===== src/ovf_pkg.sv =====
`default_nettype none
package ovf_pkg;
  // ==========================================
  // Command codes and device address
  localparam logic [7:0]  CMD_THRESH   = 8'h55;
  localparam logic [7:0]  CMD_ACTION   = 8'h56;
  localparam logic [7:0]  CMD_STATUS   = 8'h7C;
  localparam logic [6:0]  DEV_ADDR     = 7'h10;
  // ==========================================
  // Reset values and field positions
  localparam logic [15:0] THRESH_RST   = 16'hFFFF;
  localparam logic [7:0]  ACTION_RST   = 8'h80;
  localparam int          ACT_HI       = 7;
  localparam int          ACT_LO       = 6;
  localparam int          RETRY_HI     = 5;
  localparam int          RETRY_LO     = 3;
  localparam int          TIME_HI      = 2;
  localparam int          TIME_LO      = 0;
  localparam int          STAT_BIT     = 7;
  // ==========================================
  // Field encodings
  localparam logic [1:0]  ACT_IGNORE   = 2'h0;
  localparam logic [1:0]  ACT_CONT     = 2'h1;
  localparam logic [1:0]  ACT_DISABLE  = 2'h2;
  localparam logic [1:0]  ACT_HOLD     = 2'h3;
  localparam logic [2:0]  RETRY_NONE   = 3'h0;
  localparam logic [2:0]  RETRY_ALWAYS = 3'h7;
  localparam logic [1:0]  LEN_WORD     = 2'h2;
  localparam logic [1:0]  LEN_BYTE     = 2'h1;
  localparam logic [1:0]  LEN_MAX      = 2'h3;
  localparam logic [3:0]  BIT_ACK      = 4'h8;
  localparam logic [3:0]  BIT_DONE     = 4'h9;
  // ==========================================
  // Timing
  localparam int          CLK_MHZ      = 250;
  localparam int          DELAY_UNIT_US = 10000;
  localparam int          RETRY_UNIT_US = 8200;
  localparam int          DELAY_UNIT_CYC = DELAY_UNIT_US * CLK_MHZ;
  localparam int          RETRY_UNIT_CYC = RETRY_UNIT_US * CLK_MHZ;
  // ==========================================
  // State types
  typedef enum logic [2:0] {ST_RUN, ST_CONT, ST_WAIT, ST_LATCH, ST_HOLD} ovf_state_t;
  typedef enum logic [2:0] {PH_IDLE, PH_ADDR, PH_CMD, PH_WDAT, PH_RDAT, PH_IGN} ovf_phase_t;
endpackage
`default_nettype wire


===== src/ovf_top.sv =====
// Notes on behaviour
// - Sixteen-bit threshold register, word access, RW
// - Eight-bit response byte, byte access, RW
// - Every fault pulls alert low, sets flag
// - Action 00: keep running, ignore fault
// - Action 01: run for delay, then retry
// - Action 10: disable at once, then retry
// - Action 11: off while fault, auto resume
// - Retry 000: stay off until flag and fault cleared
// - Retry 1..6: that many attempts, then off
// - Retry 111: retry until disabled or shut
// - Delay equals count times ten milliseconds
// - Retry spacing equals count times 8.2 ms
`default_nettype none
module ovf_top import ovf_pkg::*; #(
  parameter int unsigned DELAY_CYC = DELAY_UNIT_CYC,
  parameter int unsigned RETRY_CYC = RETRY_UNIT_CYC
) (
  // Clock and reset
  input  wire logic        clk,
  input  wire logic        rst,
  // Serial bus pins
  input  wire logic        scl_in,
  input  wire logic        sda_in,
  output logic             sda_out,
  output logic             sda_oe,
  output logic             host_alert_line_n_out,
  output logic             host_alert_line_n_oe,
  // Converter side
  input  wire logic [15:0] vin_level,
  input  wire logic        on_request,
  input  wire logic        other_fault,
  output logic             output_enable,
  output logic             ov_fault_flag
);
  typedef struct packed {
    logic [15:0] thr;
    logic [7:0]  act;
    logic        stat;
    logic        fault;
    ovf_state_t  state;
    logic [2:0]  attempts;
  } ovf_top_s_t;

  ovf_top_s_t  r_reg;
  ovf_top_s_t  r_next;
  logic        wr_stb;
  logic [7:0]  wr_cmd;
  logic [15:0] wr_data;
  logic [1:0]  wr_len;
  logic [15:0] rd_data;
  logic [7:0]  stat_byte;
  logic        fault_rise;
  logic        dly_start, dly_done;
  logic        rty_start, rty_done;
  logic [1:0]  action;
  logic [2:0]  retry;
  logic [2:0]  units;
  logic        retry_more;

  // ==========================================
  // Serial bus slave
  ovf_smb_slave u_bus (
    .clk     (clk),
    .rst     (rst),
    .scl_in  (scl_in),
    .sda_in  (sda_in),
    .sda_out (sda_out),
    .sda_oe  (sda_oe),
    .wr_stb  (wr_stb),
    .wr_cmd  (wr_cmd),
    .wr_data (wr_data),
    .wr_len  (wr_len),
    .rd_data (rd_data)
  );

  // ==========================================
  // Delay and retry timers
  ovf_unit_timer #(.UNIT_CYC(DELAY_CYC)) u_dly (
    .clk   (clk),
    .rst   (rst),
    .start (dly_start),
    .units (units),
    .done  (dly_done)
  );

  ovf_unit_timer #(.UNIT_CYC(RETRY_CYC)) u_rty (
    .clk   (clk),
    .rst   (rst),
    .start (rty_start),
    .units (units),
    .done  (rty_done)
  );

  // ==========================================
  // Field decode and read mux
  assign action = r_reg.act[ACT_HI:ACT_LO];
  assign retry  = r_reg.act[RETRY_HI:RETRY_LO];
  assign units  = r_reg.act[TIME_HI:TIME_LO];
  assign retry_more = (retry == RETRY_ALWAYS) || ({1'b0, r_reg.attempts} + 4'h1 < {1'b0, retry});

  always_comb begin
    stat_byte           = '0;
    stat_byte[STAT_BIT] = r_reg.stat;
    case (wr_cmd)
      CMD_THRESH: rd_data = r_reg.thr;
      CMD_ACTION: rd_data = {8'h00, r_reg.act};
      CMD_STATUS: rd_data = {8'h00, stat_byte};
      default:    rd_data = '0;
    endcase
  end

  // ==========================================
  // Registers, fault detect and response
  always_comb begin
    r_next    = r_reg;
    dly_start = 1'b0;
    rty_start = 1'b0;
    fault_rise = (vin_level > r_reg.thr) && !r_reg.fault;
    if (vin_level > r_reg.thr) begin
      r_next.fault = 1'b1;
    end else if (vin_level < r_reg.thr) begin
      r_next.fault = 1'b0;
    end
    if (wr_stb && wr_cmd == CMD_THRESH && wr_len == LEN_WORD) begin
      r_next.thr = wr_data;
    end
    if (wr_stb && wr_cmd == CMD_ACTION && wr_len == LEN_BYTE) begin
      r_next.act = wr_data[7:0];
    end
    if (wr_stb && wr_cmd == CMD_STATUS && wr_len == LEN_BYTE && wr_data[STAT_BIT]) begin
      r_next.stat = 1'b0;
    end
    if (fault_rise) begin
      r_next.stat = 1'b1;
    end
    case (r_reg.state)
      ST_RUN: begin
        if (fault_rise) begin
          case (action)
            ACT_IGNORE: r_next.state = ST_RUN;
            ACT_CONT: begin
              r_next.state = ST_CONT;
              dly_start    = 1'b1;
            end
            ACT_DISABLE: begin
              r_next.attempts = '0;
              r_next.state    = (retry == RETRY_NONE) ? ST_LATCH : ST_WAIT;
              rty_start       = (retry != RETRY_NONE);
            end
            default: r_next.state = ST_HOLD;
          endcase
        end
      end
      ST_CONT: begin
        if (dly_done) begin
          r_next.attempts = '0;
          if (!r_reg.fault) begin
            r_next.state = ST_RUN;
          end else if (retry == RETRY_NONE) begin
            r_next.state = ST_LATCH;
          end else begin
            r_next.state = ST_WAIT;
            rty_start    = 1'b1;
          end
        end
      end
      ST_WAIT: begin
        if (!on_request || other_fault) begin
          r_next.state = ST_LATCH;
        end else if (rty_done) begin
          if (!r_reg.fault) begin
            r_next.state = ST_RUN;
          end else if (retry_more) begin
            r_next.attempts = r_reg.attempts + 3'h1;
            rty_start       = 1'b1;
          end else begin
            r_next.state = ST_LATCH;
          end
        end
      end
      ST_LATCH: begin
        if (!r_reg.stat && !r_reg.fault) begin
          r_next.state = ST_RUN;
        end
      end
      ST_HOLD: begin
        if (!r_reg.fault) begin
          r_next.state = ST_RUN;
        end
      end
      default: r_next.state = ST_RUN;
    endcase
  end

  always_ff @(posedge clk) begin
    if (rst) begin
      r_reg <= '{thr: THRESH_RST, act: ACTION_RST, state: ST_RUN, default: '0};
    end else begin
      r_reg <= r_next;
    end
  end

  // ==========================================
  // Outputs
  assign output_enable         = on_request && (r_reg.state == ST_RUN || r_reg.state == ST_CONT);
  assign ov_fault_flag         = r_reg.stat;
  assign host_alert_line_n_out = 1'b0;
  assign host_alert_line_n_oe  = r_reg.stat;
endmodule // ovf_top
`default_nettype wire


===== src/ovf_unit_timer.sv =====
`default_nettype none
module ovf_unit_timer import ovf_pkg::*; #(
  parameter int unsigned UNIT_CYC = 1
) (
  // Clock and reset
  input  wire logic       clk,
  input  wire logic       rst,
  // Control
  input  wire logic       start,
  input  wire logic [2:0] units,
  output logic            done
);
  localparam logic [31:0] LAST_CYC = 32'(UNIT_CYC - 1);

  typedef struct packed {
    logic        busy;
    logic [31:0] cyc;
    logic [2:0]  left;
    logic        done;
  } ovf_tmr_s_t;

  ovf_tmr_s_t r_reg;
  ovf_tmr_s_t r_next;

  // ==========================================
  // Unit counter
  always_comb begin
    r_next      = r_reg;
    r_next.done = 1'b0;
    if (start) begin
      r_next.busy = 1'b1;
      r_next.cyc  = '0;
      r_next.left = units;
    end else if (r_reg.busy) begin
      if (r_reg.left == 3'h0) begin
        r_next.busy = 1'b0;
        r_next.done = 1'b1;
      end else if (r_reg.cyc == LAST_CYC) begin
        r_next.cyc  = '0;
        r_next.left = r_reg.left - 3'h1;
      end else begin
        r_next.cyc = r_reg.cyc + 32'h1;
      end
    end
  end

  always_ff @(posedge clk) begin
    if (rst) begin
      r_reg <= '0;
    end else begin
      r_reg <= r_next;
    end
  end

  assign done = r_reg.done;
endmodule // ovf_unit_timer
`default_nettype wire


===== src/ovf_smb_slave.sv =====
`default_nettype none
module ovf_smb_slave import ovf_pkg::*; (
  // Clock and reset
  input  wire logic        clk,
  input  wire logic        rst,
  // Serial bus pins
  input  wire logic        scl_in,
  input  wire logic        sda_in,
  output logic             sda_out,
  output logic             sda_oe,
  // Register side
  output logic             wr_stb,
  output logic [7:0]       wr_cmd,
  output logic [15:0]      wr_data,
  output logic [1:0]       wr_len,
  input  wire logic [15:0] rd_data
);
  typedef struct packed {
    logic       scl_s1, scl_s2, scl_d;
    logic       sda_s1, sda_s2, sda_d;
    ovf_phase_t phase;
    logic [3:0] bit_cnt;
    logic [7:0] shift, tx, cmd;
    logic [15:0] wbuf;
    logic [1:0] nbytes;
    logic       byte_idx, rw, nack, sda_low, wr_stb;
  } ovf_smb_s_t;

  ovf_smb_s_t r_reg;
  ovf_smb_s_t r_next;
  logic       scl_hi, start_c, stop_c, rise_c, fall_c;
  logic [7:0] rd_byte;

  // ==========================================
  // Bit and byte engine
  always_comb begin
    r_next        = r_reg;
    r_next.wr_stb = 1'b0;
    r_next.scl_s1 = scl_in;
    r_next.scl_s2 = r_reg.scl_s1;
    r_next.scl_d  = r_reg.scl_s2;
    r_next.sda_s1 = sda_in;
    r_next.sda_s2 = r_reg.sda_s1;
    r_next.sda_d  = r_reg.sda_s2;
    scl_hi  = r_reg.scl_s2 && r_reg.scl_d;
    start_c = scl_hi && r_reg.sda_d && !r_reg.sda_s2;
    stop_c  = scl_hi && !r_reg.sda_d && r_reg.sda_s2;
    rise_c  = r_reg.scl_s2 && !r_reg.scl_d;
    fall_c  = !r_reg.scl_s2 && r_reg.scl_d;
    rd_byte = r_reg.byte_idx ? rd_data[15:8] : rd_data[7:0];
    if (start_c) begin
      r_next.phase    = PH_ADDR;
      r_next.bit_cnt  = '0;
      r_next.sda_low  = 1'b0;
      r_next.byte_idx = 1'b0;
    end else if (stop_c) begin
      r_next.wr_stb  = (r_reg.phase == PH_WDAT) && (r_reg.nbytes != 2'h0);
      r_next.phase   = PH_IDLE;
      r_next.sda_low = 1'b0;
    end else if (r_reg.phase != PH_IDLE && r_reg.phase != PH_IGN) begin
      if (rise_c) begin
        if (r_reg.bit_cnt < BIT_ACK) begin
          r_next.shift = {r_reg.shift[6:0], r_reg.sda_s2};
        end else begin
          r_next.nack = r_reg.sda_s2;
        end
        r_next.bit_cnt = r_reg.bit_cnt + 4'h1;
      end else if (fall_c) begin
        if (r_reg.bit_cnt == BIT_ACK) begin
          r_next.sda_low = 1'b1;
          case (r_reg.phase)
            PH_ADDR: begin
              if (r_reg.shift[7:1] != DEV_ADDR) begin
                r_next.sda_low = 1'b0;
                r_next.phase   = PH_IGN;
              end
              r_next.rw = r_reg.shift[0];
            end
            PH_CMD: begin
              r_next.cmd    = r_reg.shift;
              r_next.nbytes = '0;
            end
            PH_WDAT: begin
              if (r_reg.nbytes == 2'h0) r_next.wbuf[7:0] = r_reg.shift;
              if (r_reg.nbytes == 2'h1) r_next.wbuf[15:8] = r_reg.shift;
              if (r_reg.nbytes != LEN_MAX) r_next.nbytes = r_reg.nbytes + 2'h1;
            end
            default: r_next.sda_low = 1'b0;
          endcase
        end else if (r_reg.bit_cnt == BIT_DONE) begin
          r_next.bit_cnt = '0;
          r_next.sda_low = 1'b0;
          case (r_reg.phase)
            PH_ADDR: r_next.phase = r_reg.rw ? PH_RDAT : PH_CMD;
            PH_CMD:  r_next.phase = PH_WDAT;
            PH_RDAT: if (r_reg.nack) r_next.phase = PH_IGN;
            default: r_next.phase = r_reg.phase;
          endcase
          if (r_next.phase == PH_RDAT) begin
            r_next.tx       = rd_byte;
            r_next.sda_low  = !rd_byte[7];
            r_next.byte_idx = !r_reg.byte_idx;
          end
        end else if (r_reg.phase == PH_RDAT) begin
          r_next.tx      = {r_reg.tx[6:0], 1'b0};
          r_next.sda_low = !r_reg.tx[6];
        end
      end
    end
  end

  always_ff @(posedge clk) begin
    if (rst) begin
      r_reg <= '{scl_s1: 1'b1, scl_s2: 1'b1, scl_d: 1'b1, sda_s1: 1'b1, sda_s2: 1'b1,
                 sda_d: 1'b1, phase: PH_IDLE, default: '0};
    end else begin
      r_reg <= r_next;
    end
  end

  assign sda_out = 1'b0;
  assign sda_oe  = r_reg.sda_low;
  assign wr_stb  = r_reg.wr_stb;
  assign wr_cmd  = r_reg.cmd;
  assign wr_data = r_reg.wbuf;
  assign wr_len  = r_reg.nbytes;
endmodule // ovf_smb_slave
`default_nettype wire


===== config.mk =====
export PLATFORM = sky130hd
export DESIGN_NAME = ovf_top
export DESIGN_NICKNAME = d
export VERILOG_FILES = /design/src/ovf_pkg.sv /design/src/ovf_top.sv /design/src/ovf_unit_timer.sv /design/src/ovf_smb_slave.sv
export SDC_FILE = /design/constraint.sdc
export NUM_CORES = 1
export LEC_CHECK = 0
export BUFFER_PORTS_ARGS = -buffer_cell sky130_fd_sc_hd__buf_2
export CELL_PAD_IN_SITES_DETAIL_PLACEMENT = 1
export CELL_PAD_IN_SITES_GLOBAL_PLACEMENT = 1
export CORE_MARGIN = 3
export CORE_UTILIZATION = 35
export CTS_CLUSTER_SIZE = 10
export DETAILED_ROUTE_END_ITERATION = 10
export HOLD_SLACK_MARGIN = 0.1
export PLACE_DENSITY = 0.59
export SLEW_MARGIN = 30
export SYNTH_ARGS = -nofsm -noshare
export SYNTH_HDL_FRONTEND = slang
export SYNTH_HIERARCHICAL = 1
export SYNTH_SLANG_ARGS = --single-unit

===== constraint.sdc =====
create_clock -name clk -period 3.29 [get_ports clk]
set_clock_uncertainty 0.2 [all_clocks]
set_input_delay 0.1645 -clock clk [delete_from_list [all_inputs] [get_ports clk]]
set_output_delay 0.1645 -clock clk [all_outputs]
set_load 0.005 [all_outputs]

Yosys cells after proc, flatten, opt, wreduce, memory -nomap -nowiden
Index checks and enable logic that the tools add are counted.
Widths: inputs -> output; s select.
{"block": "word_totals", "word_cells": 291, "register_bits": 166, "in_bits": 22}
{"block": "classes", "n_eq_ne": 47, "n_mux": 107, "reduce_logical": 82, "order_cmp": 4, "add_sub_neg": 8, "n_bitwise": 9}
{"op": "$mux 36", "n": 4}
{"op": "$mux 8", "n": 10}
{"op": "$mux 37", "n": 2}
{"op": "$mux 3", "n": 24}
{"op": "$mux 35", "n": 2}
{"op": "$add 32x1->32 const B", "n": 2}
{"op": "$mux 32", "n": 2}
{"op": "$mux 51", "n": 1}
{"op": "$mux 49", "n": 1}
{"op": "$pmux 16 s3", "n": 1}
{"op": "$mux 7", "n": 6}
{"op": "$reduce_and 8->1", "n": 5}
{"op": "$mux 1", "n": 37}
{"op": "$eq 32x21->1 const B", "n": 1}
{"op": "$eq 32x22->1 const B", "n": 1}
{"op": "$pmux 3 s3", "n": 3}
{"op": "$mux 26", "n": 1}
{"op": "$ne 2x2->1 const B", "n": 13}
{"op": "$eq 8x7->1 const B", "n": 3}
{"op": "$reduce_and 7->1", "n": 3}
{"op": "$reduce_bool 2->1", "n": 10}
{"op": "$logic_and 1x1->1", "n": 19}
{"op": "$mux 6", "n": 3}
{"op": "$reduce_and 6->1", "n": 3}
{"op": "45 further kinds", "n": 100}

Longest topological paths before layout
Gate-level depths: netlist of the first run.
{"block": "logic_depth", "depth_word": 21, "mapped_depth": 13, "ltp_nobuf": 11}

Modules after synthesis
The synthesis of the first run kept the hierarchy.
{"module": "ovf_smb_slave", "n_inst": 1, "area_per_inst_um2": 3014.1, "cells_each": 331}
{"module": "ovf_top", "n_inst": 1, "area_per_inst_um2": 2178.3, "cells_each": 272}
{"module": "ovf_unit_timer (u_dly)", "n_inst": 1, "area_per_inst_um2": 1831.8, "cells_each": 214}
{"module": "ovf_unit_timer (u_rty)", "n_inst": 1, "area_per_inst_um2": 1706.6, "cells_each": 198}

Worst setup path before layout of the first run
OpenSTA, ideal clock, no wires.
{"block": "synth_path", "path_kind": "reg-to-reg", "start": "register r_reg[0] (netlist name)", "end": "register u_rty/r_reg[4] (netlist name)", "slack_ps": 755, "path_stages_with_launch": 12, "setup_time_ps": 117, "period_less_slack_ps": 2535, "required_ps": 2973, "t_arrival_ps": 2217, "cell_sequence": "dfxtp_1 ha_1 ha_1 a21boi_1 o21ai_1 a32oi_1 nor4b_1 o21bai_1 nor2_1 nand2_1 buf_2 nor2_1"}
{"item": "end signal, assigned", "line": "ovf_unit_timer.sv:51", "source": "r_reg <= r_next;"}
{"item": "end, declared", "line": "ovf_unit_timer.sv:22", "source": "ovf_tmr_s_t r_reg;"}

==> results, run 1 <==
- Setup repair after global routing left no endpoint under its margin.
- The total number of yosys warnings is 6.
- After synthesis, the largest area contributor takes up 37.83% of total cell area.
- Data on the critical path arrives at its endpoint at 2.90 ns.
- The average size of a mapped cell is around 8.6 um^2.
- The area growth from synthesis to layout is 9.960%.
- The net count of the finished layout is about 1100.
- The root buffer cell chosen for the clock tree is sky130_fd_sc_hd__clkbuf_16.
- The count of nets left with antenna violations once routing finished came out at 0.
- The initial antenna violation count is 0.
- The accumulated negative setup slack is 0 ns.
- The family with the most delay on the worst path is simple AND/OR/NAND/NOR gates.
- After detailed routing, the number of vias per cell comes to 5.217.
- The timing-limited maximum frequency is roughly 360 MHz.
- The library cell appearing most often on the critical path is sky130_fd_sc_hd__ha_1.
- The violation count after the first detailed-route iteration is 366.
- Leaving out fill and tap cells, the most frequent cells in the layout are sky130_fd_sc_hd__dfxtp_1, sky130_fd_sc_hd__nor2_1, sky130_fd_sc_hd__nand2_1, sky130_fd_sc_hd__mux2i_1.
- The repair_antennas step left the layout with diodes totalling 0.
- The fraction of final layout cells with drive strength greater than 1 is a little over a tenth.
- The maximum single-stage delay on the critical path is between 0.4 and 0.5 ns.
- The worst min-delay path class is in2reg.
- The sum of overflow across all layers after global routing is 0.
- The final core utilization is 39.36%.
- The post-CTS setup-driven buffer insertion count is 0.
- The relative max-transition margin is between 40 and 50%.
- Of the synthesized area, sequential elements account for 37.83%.
- Sorting the synthesized cells by area gives the leading types as sky130_fd_sc_hd__dfxtp_1, sky130_fd_sc_hd__nor2_1, sky130_fd_sc_hd__mux2i_1.
- Clock-pin slew was measured on the worst setup and hold paths at approximately 0.070 ns.
- Max-cap violations in this run came to 0.
- The remaining design rule violation count is 0.
- Port buffering added 25 buffers.
- Power spread over the standard cell area amounts to approximately 450 mW/mm^2.
- The synthesis-stage register bit count is 165.
- The chip width is about 160 um.
- The setup path with the least slack is of type reg2reg.
- TritonCTS built the clock tree.
- After detailed routing, the average wire length per cell comes to between 15 and 20 um.
- The cell type with the largest total area after synthesis is sky130_fd_sc_hd__dfxtp_1.
- Counting both buffers and inverters, the worst setup path holds a total of 1.
- The worst-case clock buffer depth is 2.
- The maximum number of pins on one net before global-route repair is 67.
- The flow ran to the end, and the final reports show no timing, DRC or antenna violations.
- The number of cells upsized or downsized after cts is 0.
- The worst supply voltage drop on vdd is approximately 0.00034 V.
- The combined area of all synthesized cells is 0.008731 mm^2.
- The primary flip-flop cell chosen by synthesis mapping is sky130_fd_sc_hd__dfxtp_1.
- For the worst setup path, the data required time is about 3.4 ns.
- The final standard cell count with taps included and fillers excluded is 1338.
- The total instance count after detailed placement is roughly 1300.
- The library cell used most frequently in the layout, excluding fill and tap cells, is sky130_fd_sc_hd__dfxtp_1.
- The leakage component of the power is roughly 3.5 nW.
- For this design, the slowest cell found on the critical path is sky130_fd_sc_hd__nor4b_1.
- The total nets after synthesis is between 1000 and 1500.
- The die outline height is 163.9 um.
- The final hold violation count came to 0.
- The clock net sink count is around 170.
- Yosys mapped a number of flops with a built-in enable equal to 0.
- The critical path launch point type is a register.
- Pin placement for this block handled 28 I/O pins.
- At the pin with the least slew margin, the transition time is roughly 0.8 ns.
- The max-slew violation total from the final report is 0.
- The final-report setup violation count is 0.
- The worst-case setup slack after placement is 0.4811 ns.
- The HPWL after detailed placement is 15520 um.
- The total track usage is roughly 17%.
- The first global-routing pass estimated 36240 um of wire.
- For the finished layout, the period the worst path requires is around 2.8 ns.
- After detailed routing, the total wire length is roughly 22000 um.
- The number of H-tree branching levels is 4.
- The clock insertion delay at the later pin of the skew report is 0.43 ns.
- STA classifies the critical path endpoint as a register.
- The number of global-route vias before repair was between 6000 and 7000.
- The critical path goes through ha_1, ha_1, a21boi_1, o21ai_1, a32oi_1, nor4b_1, o21bai_1, nor2_1, nand2_1, buf_12, a21oi_1.
- The initial core utilization is a little over a third.
- The total number of vias is roughly 7000.
- The core outline area is around 0.024 mm^2.
- After floorplanning, the core was divided into 57 placement rows.
- The final clock period utilization by the worst path is a little over four fifths.
- The count of different cell masters after synthesis is slightly below 80.
- The cell count after synthesis came out at between 1000 and 1500.
- The clock buffer count from CTS is 17.
- The pre-antenna-repair detailed-routing pass consisted of 4 iterations.
- The area enclosed by the die boundary is approximately 0.027 mm^2.
- The maximum fanout along the worst path is 32.
- After synthesis, the share of flip-flops with an asynchronous set or reset is 0%.
- In this run, post-CTS hold repair placed 3 buffers.
- The setup slack after layout is 0.4960 ns.
- Routability-driven placement finished with a final weighted congestion of 0.7717.
final timing paths:
| kind | start | to | slack [ns] | depth (start not counted) |
|---|---|---|---|---|
| setup / recovery | r_reg[0] | u_rty/r_reg[31] | 0.50 | 11 |
| hold / removal | vin_level[2] | r_reg[6] | 0.13 | 5 |
| setup reg to reg | r_reg[0] | u_rty/r_reg[31] | 0.50 | 11 |
| hold reg to reg | u_bus/r_next[55] | u_bus/r_next[54] | 0.21 | 1 |
synthesized netlist by cell type, drive strengths merged, types with 11 or more instances:
cell / count
xnor2: 20
mux2i: 49
nand2: 85
a21oi: 43
nand4: 29
inv: 42
o21ai: 31
buf: 53
nor4: 24
nor3: 25
nor2: 134
nand3: 41
clkbuf: 21
or3: 17
and3: 11
dfxtp: 165
xor2: 35
ha: 31
a211o: 17
and2: 11
tightest hold or removal path: stages:
cell and delay (ns):
sky130_fd_sc_hd__buf_2 0.08, sky130_fd_sc_hd__ha_1 0.12, sky130_fd_sc_hd__nand2_1 0.06, sky130_fd_sc_hd__nor2_1 0.17, sky130_fd_sc_hd__a311oi_1 0.12
where the power goes:
group	switching, mW	internal, mW
logic	0.110	0.0698
registers	0.0196	2.00
clock network	0.846	1.28
total	0.976	3.35
layout make-up:
cell class / count / area (um^2)
multi-input cells: 734 / 4816
fillers: 2927 / 14790
repair buffers: 41 / 292.8
clock inverters: 11 / 145.1
flip-flops and latches: 165 / 3303
well taps: 324 / 405.4
clock buffers: 21 / 480.5
inverters: 42 / 157.7
layer usage:
metal  routed length (um)  track usage [%]  vias to the layer above
li1                     -                -                     3523
met4                  147            3.691                        0
met1                10810            22.08                     3390
met5                    0                0                        -
met3                  439            3.001                       11
met2                10380            28.34                       56
through the flow:
| stage | hold slack (ns) | instance area [um^2] | power [mW] |
|---|---|---|---|
| 3_3_place_gp | 0.1482 | 8945 | 2.248 |
| 3_5_place_dp | 0.1535 | 8945 | 2.248 |
| 5_1_grt | 0.1428 | 9600 | 4.497 |
| 2_1_floorplan | 0.03357 | 8731 | 2.193 |
| 6_report | 0.1343 | 9600 | 4.328 |
| 4_1_cts | 0.1009 | 9600 | 4.399 |
logic make-up after synthesis:
kind of cell	Yosys count	share of synthesized area, %
compound gates	150	11.82
xor+xnor	55	5.517
fa+ha+maj	31	4.443
buf+inv	116	7.079
flops	165	37.83
mux	51	5.919
other cells	2	0.08602
simple gates	445	27.30
Note: power is estimated with default switching activity, not from simulation.
==> run 2: changes to the inputs <==
- clock period: 3.29 -> 2.8 ns (I/O delays scaled with it)
==> results, run 2 (synthesis gave the netlist of run 1 again) <==
- The total number of vias is 7033 (was 6980).
- The worst supply voltage drop on vdd is 0.0003557 V (was 0.0003380 V).
- The most common cell after layout, fill and taps aside is sky130_fd_sc_hd__dfxtp_1 (unchanged).
- The part of the total power dissipated in combinational logic is 5.2% (was 4.2%).
- The maximum number of pins on one net before global-route repair was 65 (was 67).
- The total length of routed wires was 22030 um (was 21780 um).
- The number of H-tree branching levels is 4 (unchanged).
- The maximum fanout along the worst path came to 5 (was 32).
- The time the final worst path needs with I/O delays and setup came to 2.656 ns (was 2.794 ns).
- The number of port buffers is 25 (unchanged).
- Outcome: finished, final reports clean (unchanged).
- The relative max-transition margin is 56.53% (was 46.03%).
- The worst-case clock buffer depth was 2 (unchanged).
- The fraction of final layout cells with drive strength greater than 1 is 12.45% (was 10.45%).
- The measured slew at the worst slew-check pin is 0.6452 ns (was 0.8036 ns).
- The clock buffer count from CTS was 17 (unchanged).
- The clock-pin slew on the worst setup and hold paths came to 0.07 ns (about the same).
- The area enclosed by the die boundary is 0.02688 mm^2 (unchanged).
- Highest-count cells in the layout ignoring fill and taps: sky130_fd_sc_hd__dfxtp_1, sky130_fd_sc_hd__nor2_1, sky130_fd_sc_hd__nand2_1, sky130_fd_sc_hd__mux2i_1 (unchanged).
- The count of maximum capacitance violations came to 0 (unchanged).
- The clock insertion delay at the later pin of the skew report is 0.43 ns (about the same).
- The setup slack after layout came to 0.1435 ns (was 0.4960 ns).
- The wire length of the first global-routing pass is 37200 um (was 36240 um).
- The initial antenna violation count came to 0 (unchanged).
- The remaining design rule violation count was 0 (unchanged).
- The number of cells on the critical path is 8 (was 11).
- The number of cells on the worst reg-to-reg path is 8 (was 11).
- The clock root buffer is sky130_fd_sc_hd__clkbuf_16 (unchanged).
- The routability-driven placement congestion ratio is 0.7800 (was 0.7717).
- The number of optimization iterations in the first detailed-route pass came to 4 (unchanged).
- The highest metal layer with signal wires was met4 (unchanged).
- The maximum single-stage delay on the critical path is 0.45 ns (about the same).
- The HPWL after detailed placement is 15630 um (was 15520 um).
- The layout overhead on the synthesized area is 12.05% (was 9.960%).
- The violation count after the first detailed-route iteration is 327 (was 366).
- The sequential group share of total power is 47.4% (was 46.8%).
- The met3 layer wire length in the routed design came to 398 um (was 439 um).
- The endpoint kind of the worst setup timing path is a register (unchanged).
- The number of stages on the worst hold path is 5 (unchanged).
- The core outline area came to 0.02439 mm^2 (unchanged).
- The critical path buffer and inverter count is 1 (unchanged).
- The number of global-route vias before repair came to 7215 (was 6982).
- The beginning of the worst register-to-register path is r_reg[31] (was r_reg[0]).
- The worst-case setup slack after placement is 0.01590 ns (was 0.4811 ns).
- The max-slew violation total from the final report is 0 (unchanged).
- The wire length on met2 is 10350 um (was 10380 um).
- The accumulated negative setup slack is 0 ns (unchanged).
- The overall power after layout came to 4.979 mW (was 4.328 mW).
- The final clock period utilization by the worst path is 94.87% (was 84.92%).
- The cell row count is 57 (unchanged).
- The switching part of the total is 24.09% (was 22.55%).
- The total I/O pin count is 28 (unchanged).
- The critical path launch point type was a register (unchanged).
- The total track usage is 17.05% (was 16.66%).
- The worst min-delay path class is in2reg (unchanged).
- The count of antenna diodes in the layout came to 0 (unchanged).
- The final hold violation count was 0 (unchanged).
- The family with the most delay on the worst path is simple AND/OR/NAND/NOR gates (unchanged).
- The total internal power was 3.780 mW (was 3.352 mW).
- The CTS tree was yes (unchanged).
- The source of the critical timing path is r_reg[31] (was r_reg[0]).
- The routed wirelength normalized by instance count was 16.20 um (was 16.28 um).
- The met1 routed wirelength after detailed routing was 11000 um (was 10810 um).
- The chip width is 163.9 um (unchanged).
- The initial core utilization is 35.80% (unchanged).
- Sequence of cells on the critical path: inv_1, ha_1, nand4_4, nor4_4, a21oi_2, or4_4, o211ai_2, mux2_4 (was ha_1, ha_1, a21boi_1, o21ai_1, a32oi_1, nor4b_1, o21bai_1, nor2_1, nand2_1, buf_12, a21oi_1).
- The total net switching power is 1.200 mW (was 975.8 uW).
- The via-per-instance ratio is 5.171 (was 5.217).
- The remaining number of nets flagged by the antenna check after routing is 0 (unchanged).
- The reg-to-reg setup timing slack was 0.14 ns (was 0.50 ns).
- The sum of overflow across all layers after global routing is 0 (unchanged).
- The areal power density over the cells is 508.9 mW/mm^2 (was 450.8 mW/mm^2).
- The clock network fraction of total power is 47.4% (was 49.1%).
- The worst setup path endpoint is r_reg[0] (was u_rty/r_reg[31]).
- The required time of the critical path was 2.92 ns (was 3.39 ns).
- The critical path class is reg2reg (unchanged).
- The net count reported at finish is 1077 (was 1054).
- The critical-path cell with the highest stage delay is sky130_fd_sc_hd__or4_4 (was sky130_fd_sc_hd__nor4b_1).
- The clock net sink count is 165 (unchanged).
- The final-report setup violation count is 0 (unchanged).
- The destination of the worst register-to-register timing path is r_reg[0] (was u_rty/r_reg[31]).
- The timing-limited maximum frequency is 376.4 MHz (was 357.9 MHz).
- The die outline height is 163.9 um (unchanged).
- The leakage component of the power was 3.576 nW (was 3.478 nW).
- The arrival time of data at the critical path endpoint is 2.77 ns (was 2.90 ns).
[run 2: cell types whose count changed in the layout (fill, tap and decap cells not counted), moves of 3 or more]
cell and change:
sky130_fd_sc_hd__buf_4 +18, sky130_fd_sc_hd__clkbuf_8 -4, sky130_fd_sc_hd__clkinv_4 +4, sky130_fd_sc_hd__dlygate4sd3_1 +4, sky130_fd_sc_hd__clkinv_2 -3
[run 2: worst min-delay path by stage]
| stage | from | slack, ns | to |
|---|---|---|---|
| detailed placement | scl_in | 0.13 | u_bus/r_next[58] |
| floorplan | rst | 0.009 | u_rty/r_reg[36] |
| CTS | other_fault | 0.13 | r_reg[3] |
| global route | u_bus/r_next[55] | 0.23 | u_bus/r_next[54] |
| global placement | scl_in | 0.13 | u_bus/r_next[58] |
| finish | other_fault | 0.15 | r_reg[3] |
[run 2: power groups by stage]
stage,clock [mW],combinational [mW],sequential [mW]
2_1_floorplan,0,0.162,2.41
3_3_place_gp,0,0.243,2.41
3_5_place_dp,0,0.243,2.41
4_1_cts,2.44,0.251,2.36
5_1_grt,2.53,0.287,2.36
6_report,2.36,0.257,2.36
[run 2: cell type report]
type	count	area, um^2
Fill cell	2893	14610
Multi-Input combinational cell	734	4843
Sequential cell	165	3303
Timing Repair Buffer	64	493.0
Clock buffer	18	429.2
Tap cell	324	405.4
Inverter	42	157.7
Clock inverter	13	151.4
[run 2: worst min-delay path, delay by kind of cell]
family	cells	cell delay, ns
AO/OA/AOI/OAI	3	0.47
buffers and inverters	1	0.07
AND/OR/NAND/NOR	1	0.06
[run 2: repair_timing]
action                                  4_1_cts  5_1_grt
setup buffers                                 0        0
hold endpoints to repair                     32        0
cloned                                        0        1
hold buffers                                  7        0
gates resized for setup                       1        5
endpoints found under the setup margin       31       67
pin swaps                                     0        4
[run 2: per-stage QoR]
step	hold slack, ns	util, %	cells	cell area, um^2
CTS	0.1314	39.92	1359	9737
global placement	0.1255	37.23	1321	9080
global route	0.2312	40.11	1360	9783
detailed placement	0.1279	37.23	1321	9080
floorplan	0.009066	-	1015	8731
finish	0.1539	40.11	1360	9783
[run 2: metal layers]
layer | vias to the layer above | global-route usage, %
met5 | - | 0
met2 | 49 | 28.77
met4 | 0 | 4.383
met3 | 19 | 2.951
li1 | 3579 | -
met1 | 3386 | 22.60
